`src/include/fsk_pkg.sv`:
```
`default_nettype none
package fsk_pkg;
	// rates
	localparam int unsigned CLK_HZ      = 100_000_000;
	localparam int unsigned BAUD_HZ     = 1200;
	localparam int unsigned OVS         = 16;
	localparam int unsigned TICK_CYCLES = CLK_HZ / (BAUD_HZ * OVS);
	localparam int unsigned TICK_W      = 16;

	// bit cell timing in oversample ticks, word length in bits
	localparam logic [3:0] PH_LAST      = 4'hF;
	localparam logic [3:0] PH_HALF      = 4'h7;
	localparam logic [3:0] BIT_LAST     = 4'h7;
	localparam logic [3:0] BITS_PER_WORD = 4'h8;

	// carrier qualification and hold, in microseconds and ticks
	localparam int unsigned CD_QUALIFY_US = 1000;
	localparam int unsigned CD_HOLD_US    = 8000;
	localparam int unsigned CD_QUAL_TICKS = (CD_QUALIFY_US * BAUD_HZ * OVS + 999_999) / 1_000_000;
	localparam int unsigned CD_HOLD_TICKS = (CD_HOLD_US * BAUD_HZ * OVS) / 1_000_000;
	localparam logic [7:0]  CD_QUAL_LAST  = 8'(CD_QUAL_TICKS - 1);
	localparam logic [7:0]  CD_HOLD_LAST  = 8'(CD_HOLD_TICKS - 1);

	// synchronised pin vector layout
	localparam int unsigned SYN_W     = 11;
	localparam int unsigned SY_MODE   = 0;
	localparam int unsigned SY_DEMOD  = 1;
	localparam int unsigned SY_ENERGY = 2;
	localparam int unsigned SY_HCLK   = 3;
	localparam int unsigned SY_PD     = 4;
	localparam int unsigned SY_TLOW   = 5;
	localparam int unsigned SY_THIGH  = 6;
	localparam int unsigned SY_GUARD  = 7;
	localparam int unsigned SY_TRIG   = 8;
	localparam int unsigned SY_TIMING = 9;
	localparam int unsigned SY_DEMEN  = 10;

	// register map
	localparam logic [11:0] REG_CTRL   = 12'h000;
	localparam logic [11:0] REG_STATUS = 12'h004;
	localparam logic [11:0] REG_WORD   = 12'h008;
	localparam logic [11:0] REG_COUNT  = 12'h00C;
	localparam logic        CTRL_RESET = 1'b1;

	// receiver states
	typedef enum logic [3:0] {
		RX_IDLE  = 4'h1,
		RX_START = 4'h2,
		RX_DATA  = 4'h4,
		RX_STOP  = 4'h8
	} rx_state_e;
endpackage
`default_nettype wire

```
`src/pin_sync.sv`:
```
`timescale 1ns/100ps
`default_nettype none
module pin_sync #(
	parameter int unsigned WIDTH = 1
) (
	// clock and reset
	input  wire logic             clk,
	input  wire logic             rst_n,
	// pins and synchronised levels
	input  wire logic [WIDTH-1:0] pin_in,
	output logic      [WIDTH-1:0] level_out
);
	logic [WIDTH-1:0] meta_q;

	// two flops per pin; the first stage feeds only the second
	genvar i;
	generate
		for (i = 0; i < WIDTH; i++) begin : g_bit
			always_ff @(posedge clk or negedge rst_n) begin
				if (!rst_n) begin
					meta_q[i]    <= 1'b0;
					level_out[i] <= 1'b0;
				end else begin
					meta_q[i]    <= pin_in[i];
					level_out[i] <= meta_q[i];
				end
			end
		end
	endgenerate
endmodule // pin_sync
`default_nettype wire

```
`src/fsk_word_serial_output.sv`:
```
// Chosen here: register access over APB and the placing of the registers.
`timescale 1ns/100ps
`default_nettype none
module fsk_word_serial_output #(
	parameter int unsigned TICK_CYCLES = fsk_pkg::TICK_CYCLES
) (
	// clock and reset
	input  wire logic        CLK,
	input  wire logic        RST_N,
	// apb slave
	input  wire logic        PSEL,
	input  wire logic        PENABLE,
	input  wire logic        PWRITE,
	input  wire logic [11:0] PADDR,
	input  wire logic [31:0] PWDATA,
	output logic      [31:0] PRDATA,
	output logic             PREADY,
	output logic             PSLVERR,
	// demodulator and detector levels
	input  wire logic        DEMOD_BIT,
	input  wire logic        FSK_BAND_ENERGY,
	input  wire logic        TONE_LOW_PRESENT,
	input  wire logic        TONE_HIGH_PRESENT,
	input  wire logic        GUARD_TIME_NODE,
	// host pins
	input  wire logic        INTERFACE_SEL,
	input  wire logic        DEMODULATOR_ENABLE,
	input  wire logic        POWER_DOWN_IN,
	input  wire logic        SERIAL_BIT_CLOCK_IN,
	output logic             SERIAL_BIT_CLOCK_OUT,
	output logic             SERIAL_BIT_CLOCK_OE,
	output logic             SERIAL_DATA,
	output logic             WORD_READY_N,
	output logic             CARRIER_PRESENT_N,
	output logic             RAW_TONE_DETECT,
	output logic             QUALIFIED_TONE_DETECT,
	// call alert path
	input  wire logic        CALL_ALERT_IN,
	input  wire logic        CALL_ALERT_TIMING,
	output logic             CALL_ALERT_DISCHARGE,
	output logic             CALL_ALERT_OUT_N,
	// open-drain interrupt
	output logic             INT_OUT,
	output logic             INT_OE
);
	logic [fsk_pkg::SYN_W-1:0] syn;
	logic [fsk_pkg::TICK_W-1:0] tick_cnt_q;
	logic                      tick;
	fsk_pkg::rx_state_e        state_q;
	logic [3:0]                phase_q;
	logic [3:0]                bit_idx_q;
	logic [7:0]                word_q;
	logic                      sclk_q;
	logic                      data_q;
	logic                      ready_n_q;
	logic [3:0]                ready_cnt_q;
	logic [7:0]                shift_q;
	logic [3:0]                remain_q;
	logic                      hclk_prev_q;
	logic                      cd_n_q;
	logic [7:0]                cd_cnt_q;
	logic                      raw_q;
	logic                      qual_q;
	logic                      trig_out_n_q;
	logic                      trig_dis_q;
	logic                      oe_q;
	logic                      enable_q;
	logic [7:0]                last_word_q;
	logic [15:0]               count_q;
	logic [31:0]               prdata_q;

	// pin synchronisers
	pin_sync #(
		.WIDTH(fsk_pkg::SYN_W)
	) u_sync (
		.clk      (CLK),
		.rst_n    (RST_N),
		.pin_in   ({DEMODULATOR_ENABLE, CALL_ALERT_TIMING, CALL_ALERT_IN, GUARD_TIME_NODE,
		            TONE_HIGH_PRESENT, TONE_LOW_PRESENT, POWER_DOWN_IN, SERIAL_BIT_CLOCK_IN,
		            FSK_BAND_ENERGY, DEMOD_BIT, INTERFACE_SEL}),
		.level_out(syn)
	);

	// named pin levels and decodes
	wire halt       = syn[fsk_pkg::SY_PD];
	wire mode1      = syn[fsk_pkg::SY_MODE];
	wire rx_bit     = syn[fsk_pkg::SY_DEMOD];
	wire energy     = syn[fsk_pkg::SY_ENERGY];
	wire rx_open    = !cd_n_q && enable_q && syn[fsk_pkg::SY_DEMEN] && !halt;
	wire host_rise  = mode1 && syn[fsk_pkg::SY_HCLK] && !hclk_prev_q;
	wire centre     = tick && (phase_q == fsk_pkg::PH_LAST);
	wire half_pt    = tick && (phase_q == fsk_pkg::PH_HALF);
	wire start_mid  = (state_q == fsk_pkg::RX_START) && half_pt;
	wire data_smp   = (state_q == fsk_pkg::RX_DATA) && centre && rx_open;  // carrier loss gates the sample
	wire last_bit   = data_smp && (bit_idx_q == fsk_pkg::BIT_LAST);
	wire stop_ok    = (state_q == fsk_pkg::RX_STOP) && centre && rx_bit && rx_open;
	wire m1_load    = last_bit && mode1;
	wire m0_done    = stop_ok && !mode1;
	wire [7:0] word_next = {rx_bit, word_q[7:1]};
	wire shift_go   = host_rise && (remain_q != 4'h0);
	wire ready_end  = tick && (ready_cnt_q == fsk_pkg::PH_HALF);
	wire tick_last  = (tick_cnt_q == fsk_pkg::TICK_W'(TICK_CYCLES - 1));

	// oversample tick enable at sixteen per 1200 baud bit; stops in power-down
	assign tick = tick_last && !halt;
	always_ff @(posedge CLK or negedge RST_N) begin
		if (!RST_N) begin
			tick_cnt_q <= '0;
		end else if (halt || tick_last) begin
			tick_cnt_q <= '0;
		end else begin
			tick_cnt_q <= tick_cnt_q + 1'b1;
		end
	end

	// carrier qualify / hold counter; one counter serves both directions
	always_ff @(posedge CLK or negedge RST_N) begin
		if (!RST_N) begin
			cd_n_q   <= 1'b1;
			cd_cnt_q <= '0;
		end else if (halt) begin
			cd_n_q   <= 1'b1;
			cd_cnt_q <= '0;
		end else if (tick) begin
			if (cd_n_q) begin
				if (!energy) begin
					cd_cnt_q <= '0;
				end else if (cd_cnt_q == fsk_pkg::CD_QUAL_LAST) begin
					cd_n_q   <= 1'b0;
					cd_cnt_q <= '0;
				end else begin
					cd_cnt_q <= cd_cnt_q + 1'b1;
				end
			end else begin
				if (energy) begin
					cd_cnt_q <= '0;
				end else if (cd_cnt_q == fsk_pkg::CD_HOLD_LAST) begin
					cd_n_q   <= 1'b1;
					cd_cnt_q <= '0;
				end else begin
					cd_cnt_q <= cd_cnt_q + 1'b1;
				end
			end
		end
	end

	// word recovery: start edge, mid-start check, eight data centres, stop centre
	always_ff @(posedge CLK or negedge RST_N) begin
		if (!RST_N) begin
			state_q   <= fsk_pkg::RX_IDLE;
			phase_q   <= '0;
			bit_idx_q <= '0;
			word_q    <= '0;
		end else if (halt || !rx_open) begin
			state_q   <= fsk_pkg::RX_IDLE;
			phase_q   <= '0;
			bit_idx_q <= '0;
		end else begin
			if (tick) begin
				phase_q <= phase_q + 1'b1;
			end
			case (state_q)
				fsk_pkg::RX_IDLE: begin
					phase_q <= '0;
					if (!rx_bit) begin
						state_q <= fsk_pkg::RX_START;
					end
				end
				fsk_pkg::RX_START: begin
					if (start_mid) begin
						state_q   <= rx_bit ? fsk_pkg::RX_IDLE : fsk_pkg::RX_DATA;
						phase_q   <= '0;                                    // a full bit from mid-start
						bit_idx_q <= '0;
					end
				end
				fsk_pkg::RX_DATA: begin
					if (data_smp) begin
						word_q    <= word_next;
						bit_idx_q <= bit_idx_q + 1'b1;
						if (last_bit) begin
							state_q <= fsk_pkg::RX_STOP;
						end
					end
				end
				fsk_pkg::RX_STOP: begin
					if (centre) begin
						state_q <= fsk_pkg::RX_IDLE;                        // in mode 0 a bad stop bit drops the word
					end
				end
				default: begin
					state_q <= fsk_pkg::RX_IDLE;
				end
			endcase
		end
	end

	// mode 0 bit clock: rises at each data centre, falls half a bit later
	always_ff @(posedge CLK or negedge RST_N) begin
		if (!RST_N) begin
			sclk_q <= 1'b0;
		end else if (halt || mode1 || !rx_open) begin
			sclk_q <= 1'b0;                                                 // never left high on carrier loss
		end else if (data_smp) begin
			sclk_q <= 1'b1;
		end else if (half_pt) begin
			sclk_q <= 1'b0;
		end
	end

	// word-ready: low half a bit, or until the first host read clock in mode 1
	always_ff @(posedge CLK or negedge RST_N) begin
		if (!RST_N) begin
			ready_n_q   <= 1'b1;
			ready_cnt_q <= '0;
		end else if (halt) begin
			ready_n_q   <= 1'b1;
			ready_cnt_q <= '0;
		end else if (m1_load || m0_done) begin
			ready_n_q   <= 1'b0;
			ready_cnt_q <= '0;
		end else if (!ready_n_q && (host_rise || ready_end)) begin
			ready_n_q   <= 1'b1;
		end else if (tick) begin
			ready_cnt_q <= ready_cnt_q + 1'b1;
		end
	end

	// mode 1 output shift register; loads never happen without carrier
	always_ff @(posedge CLK or negedge RST_N) begin
		if (!RST_N) begin
			shift_q     <= '0;
			remain_q    <= '0;
			hclk_prev_q <= 1'b0;
		end else begin
			hclk_prev_q <= syn[fsk_pkg::SY_HCLK];
			if (m1_load) begin
				shift_q  <= word_next;
				remain_q <= fsk_pkg::BITS_PER_WORD;
			end else if (shift_go) begin
				shift_q  <= {1'b0, shift_q[7:1]};
				remain_q <= remain_q - 1'b1;
			end
		end
	end

	// serial data pin: live stream in mode 0, shifted word in mode 1
	always_ff @(posedge CLK or negedge RST_N) begin
		if (!RST_N) begin
			data_q <= 1'b1;
		end else if (!mode1) begin
			data_q <= rx_open && !halt ? rx_bit : 1'b1;
		end else if (shift_go) begin
			data_q <= shift_q[0];
		end
	end

	// tone detect outputs and the alert path; the alert path ignores power-down
	always_ff @(posedge CLK or negedge RST_N) begin
		if (!RST_N) begin
			raw_q        <= 1'b0;
			qual_q       <= 1'b0;
			trig_out_n_q <= 1'b1;
			trig_dis_q   <= 1'b0;
			oe_q         <= 1'b0;
		end else begin
			raw_q        <= !halt && syn[fsk_pkg::SY_TLOW] && syn[fsk_pkg::SY_THIGH];
			qual_q       <= !halt && syn[fsk_pkg::SY_GUARD];
			trig_dis_q   <= syn[fsk_pkg::SY_TRIG];
			trig_out_n_q <= syn[fsk_pkg::SY_TIMING];
			oe_q         <= !mode1;
		end
	end

	// software side: control, last word, character count
	wire acc      = PSEL && PENABLE;
	wire setup    = PSEL && !PENABLE;
	wire hit_ctrl = (PADDR == fsk_pkg::REG_CTRL);
	wire hit_stat = (PADDR == fsk_pkg::REG_STATUS);
	wire hit_word = (PADDR == fsk_pkg::REG_WORD);
	wire hit_cnt  = (PADDR == fsk_pkg::REG_COUNT);
	wire mapped   = hit_ctrl || hit_stat || hit_word || hit_cnt;
	wire got_word = m0_done || m1_load;
	wire cnt_clr  = acc && PWRITE && hit_cnt;
	wire [31:0] status_w = {26'h0000000, halt, qual_q, raw_q, !ready_n_q, mode1, !cd_n_q};
	wire [31:0] rd_mux   = hit_ctrl ? {31'h00000000, enable_q} :
	                       hit_stat ? status_w :
	                       hit_word ? {24'h000000, last_word_q} :
	                       hit_cnt  ? {16'h0000, count_q} : 32'h00000000;

	// register writes; a clear and a new character in the same cycle leave a count of one
	always_ff @(posedge CLK or negedge RST_N) begin
		if (!RST_N) begin
			enable_q    <= fsk_pkg::CTRL_RESET;
			last_word_q <= '0;
			count_q     <= '0;
			prdata_q    <= '0;
		end else begin
			if (acc && PWRITE && hit_ctrl) begin
				enable_q <= PWDATA[0];
			end
			if (got_word) begin
				last_word_q <= m1_load ? word_next : word_q;
				count_q     <= cnt_clr ? 16'h0001 : count_q + 1'b1;
			end else if (cnt_clr) begin
				count_q <= '0;
			end
			if (setup) begin
				prdata_q <= PWRITE ? 32'h00000000 : rd_mux;
			end
		end
	end

	// outputs
	assign PRDATA                = prdata_q;
	assign PREADY                = 1'b1;                                    // zero wait states
	assign PSLVERR               = acc && !mapped;
	assign SERIAL_BIT_CLOCK_OUT  = sclk_q;
	assign SERIAL_BIT_CLOCK_OE   = oe_q;
	assign SERIAL_DATA           = data_q;
	assign WORD_READY_N          = ready_n_q;
	assign CARRIER_PRESENT_N     = cd_n_q;
	assign RAW_TONE_DETECT       = raw_q;
	assign QUALIFIED_TONE_DETECT = qual_q;
	assign CALL_ALERT_DISCHARGE  = trig_dis_q;
	assign CALL_ALERT_OUT_N      = trig_out_n_q;
	assign INT_OUT               = 1'b0;
	assign INT_OE                = !trig_out_n_q || qual_q || !ready_n_q;
endmodule // fsk_word_serial_output
`default_nettype wire

```
`config.mk`:
```
export PLATFORM = sky130hd
export DESIGN_NAME = fsk_word_serial_output
export DESIGN_NICKNAME = d
export VERILOG_FILES = /design/src/include/fsk_pkg.sv /design/src/pin_sync.sv /design/src/fsk_word_serial_output.sv
export SDC_FILE = /design/constraint.sdc
export NUM_CORES = 1
export LEC_CHECK = 0
export BUFFER_PORTS_ARGS = -buffer_cell sky130_fd_sc_hd__buf_4
export CAP_MARGIN = 20
export CORE_ASPECT_RATIO = 0.7
export CORE_MARGIN = 2
export CORE_UTILIZATION = 51
export DETAILED_ROUTE_END_ITERATION = 8
export PLACE_DENSITY = 0.87
export SKIP_CTS_REPAIR_TIMING = 1
export SLEW_MARGIN = 25
export SYNTH_ARGS = -nofsm -noshare
export SYNTH_HDL_FRONTEND = slang
export SYNTH_HIERARCHICAL = 1
export SYNTH_SLANG_ARGS = --single-unit
```
`constraint.sdc`:
```
create_clock -name CLK -period 2.2 [get_ports CLK]
set_input_delay 0.11 -clock CLK [delete_from_list [all_inputs] [get_ports CLK]]
set_output_delay 0.11 -clock CLK [all_outputs]
set_load 0.02 [all_outputs]
```
==> impl_metrics.env <==
export IMPL_multi_input_area_sq_um=2770
export IMPL_yosysTopAreaCell="dfrtp_1"
export IMPL_pin_count=105
export IMPL_seq_area_sq_um=3336
export IMPL_drv_slew=0
export IMPL_finalCriticalPeriod_ns=2.225
export IMPL_track_usage=0.2370
export IMPL_core_area_sq_um=11810
export IMPL_synth_seq_cells=133
export IMPL_required_ns=2.50
export IMPL_arrival_ns=2.53
export IMPL_cts_sinks=133
export IMPL_die_area_sq_um=13100
export IMPL_p_int_mw=4.166
export IMPL_yosysTopAreaCellShare=0.5113
export IMPL_peakVddDrop_mv=0.5844
export IMPL_h_tree_depth=4
export IMPL_yosysWarnings=6
export IMPL_diodes=0
export IMPL_synthDistinctLibCells=60
export IMPL_antenna_found_initial=0
export IMPL_cp_max_fo=19
export IMPL_hold_path_class="in2reg"
export IMPL_routed_wl_microns=15150
export IMPL_power_density_nw_per_um2=692.9
export IMPL_die_h_microns=96.37
export IMPL_rsz0062_at_grt="yes"
export IMPL_grt_pass1_vias=4825
export IMPL_avgSynthCellArea_sq_um=10.75
export IMPL_drive_above_1_share=0.2543
export IMPL_ys_async_sr_fraction=1.000
export IMPL_synthTopCellsByArea="dfrtp_1, a21oi_1, mux2i_1"
export IMPL_yosysMostFrequentCell="dfrtp_1"
export IMPL_crit_type="reg2reg"
export IMPL_cts_root_buffer="clkbuf_16"
export IMPL_power_frac_clock=0.497
export IMPL_pwr_share_seq=0.460
export IMPL_seq_area_frac_synth=0.5366
export IMPL_maxSlewHeadroom=0.6200
export IMPL_grt_max_degree=48
export IMPL_gp_congestion=0.8634
export IMPL_dp_cells=804
export IMPL_fp_row_count=33
export IMPL_crit_path_end_kind="register"
export IMPL_numPortBuffers=55
export IMPL_final_antenna_net_count=0
export IMPL_grt_ovfl_total=0
export IMPL_drt_iter0_drc=434
export IMPL_place_area_sq_um=6980
export IMPL_leakagePower_nw=3.572
export IMPL_cts_buffers=17
export IMPL_clock_skew_ns=0.007018
export IMPL_crit_path_start_kind="register"
export IMPL_grt_pass1_wl_microns=23690
export IMPL_fin_crit_sh=1.011
export IMPL_total_power_mw=5.434
export IMPL_yosys_top_cells_count="dfrtp_1, nor2_1, a21oi_1, nand2_1"
export IMPL_finalSetupViolations=5
export IMPL_p_sw_mw=1.268
export IMPL_clock_fmax_mhz=449.4
export IMPL_worst_slack_ns=-0.02521
export IMPL_worstMarginPinSlew_ns=0.5699
export IMPL_synth_edf_count=0
export IMPL_wl_per_cell_microns=17.76
export IMPL_p_sw_frac=0.2333
export IMPL_clk_path_buf_depth=2
export IMPL_status="finished, violations left"
export IMPL_mappedNetlistArea_sq_um=6216
export IMPL_synthCells=578
export IMPL_cap_violations=0
export IMPL_drtPass1Iterations=5
export IMPL_fill_cells=822
export IMPL_dp_hpwl_microns=10160
export IMPL_syn_to_final_growth_pct=26.17
export IMPL_violations="setup timing"
export IMPL_comb_power_share=0.043
export IMPL_finalHoldViolCount=0
export IMPL_path_clk_slew_ns=0.06
export IMPL_clock_latency_ns=0.42
export IMPL_start_util=0.5264
export IMPL_via_count=4992
export IMPL_viasPerCell=5.852
export IMPL_ys_flop_type="dfrtp_1"
export IMPL_tns_ns=-0.07056
export IMPL_final_cell_area_sq_um=7843
export IMPL_die_w_microns=136.0
export IMPL_drc=0
export IMPL_stdcell_count=853
export IMPL_cts_tree="yes"
export IMPL_fin_nets=752
power by group through the flow:
| stage | sequential [mW] | clock [mW] | combinational (mW) |
|---|---|---|---|
| after floorplan | 2.54 | 0 | 0.106 |
| after global placement | 2.54 | 0 | 0.208 |
| after detailed placement | 2.54 | 0 | 0.215 |
| after CTS | 2.50 | 2.74 | 0.216 |
| after global routing | 2.50 | 2.85 | 0.260 |
| final | 2.50 | 2.70 | 0.235 |
cell usage in the layout (no fill, tap or decap), drive strengths merged, types with 9 or more instances in the layout:
cell         instances
xor2                 9
nor3                17
dlygate4sd3         13
mux2                10
a21oi               42
a22o                16
xnor2               18
nand2               33
and3                11
buf                101
clkbuf              19
dfrtp              127
inv                 18
nand4                9
nand3               19
nor2                45
conb                18
ha                   9
mux2i               19
nand2b              11
nor4                10
o21ai               26
metrics by stage:
stage | hold slack (ns) | utilization | setup slack (ns)
final | 0.07429 | 0.6641 | -0.02521
after floorplan | -0.1856 | - | 0.04118
after global routing | 0.07564 | 0.6641 | -0.08040
after CTS | -0.3689 | 0.6391 | -0.1011
after global placement | 0.07565 | 0.5911 | 0.02676
after detailed placement | 0.08626 | 0.5911 | -0.06651
sequential cells by signal (all words and copies together) (netlist names), 11 cells and up:
signal            flops
PRDATA               16
count_q              16
tick_cnt_q           16
u_sync/level_out     11
u_sync/meta_q        11
final timing paths:
kind | from | to | slack [ns] | cells after the start
worst min register to register | u_sync/meta_q[3] | u_sync/level_out[3] | 0.35 | 0
min in group asynchronous | RST_N | phase_q[3] | 0.18 | 2
max in group asynchronous | RST_N | count_q[8] | 1.25 | 3
worst max register to register | tick_cnt_q[14] | last_word_q[0] | -0.03 | 8
worst min-delay path | PADDR[3] | PRDATA[6] | 0.07 | 3
worst max-delay path | tick_cnt_q[14] | last_word_q[0] | -0.03 | 8
metal layers:
layer  part of all wire  global-route usage  vias to the layer above  wire length [microns]
met5                  0                   0                        -                      0
met4              0.014             0.09201                        0                    213
met3              0.060             0.06898                       30                    915
met2               0.49              0.3653                      195                   7390
met1               0.44              0.3195                     2496                   6630
li1                   -                   -                     2271                      -
logic make-up after synthesis:
| logic type | count (synthesis) | share of synthesized area |
|---|---|---|
| simple gates | 203 | 0.1882 |
| buf+inv | 58 | 0.04791 |
| flops | 133 | 0.5366 |
| fa+ha+maj | 9 | 0.01812 |
| xor+xnor | 27 | 0.03804 |
| mux | 30 | 0.05233 |
| compound gates | 116 | 0.1176 |
| other cells | 2 | 0.001208 |
final cells by class:
| class | instances | area share |
|---|---|---|
| flip-flops and latches | 133 | 0.4253 |
| multi-input cells | 403 | 0.3532 |
| repair buffers | 114 | 0.1174 |
| clock buffers | 19 | 0.05648 |
| well taps | 157 | 0.02505 |
| clock inverters | 13 | 0.01579 |
| inverters | 14 | 0.006701 |
critical path, stage by stage, from the launching register on:
cell     delay (ns)
dfrtp_1        0.41
nor4b_4        0.42
nand4_4        0.18
buf_6          0.21
nor4_4         0.30
buf_6          0.21
buf_4          0.13
mux2i_1        0.17
a21oi_1        0.08
Note: power is estimated with default switching activity, not from simulation.
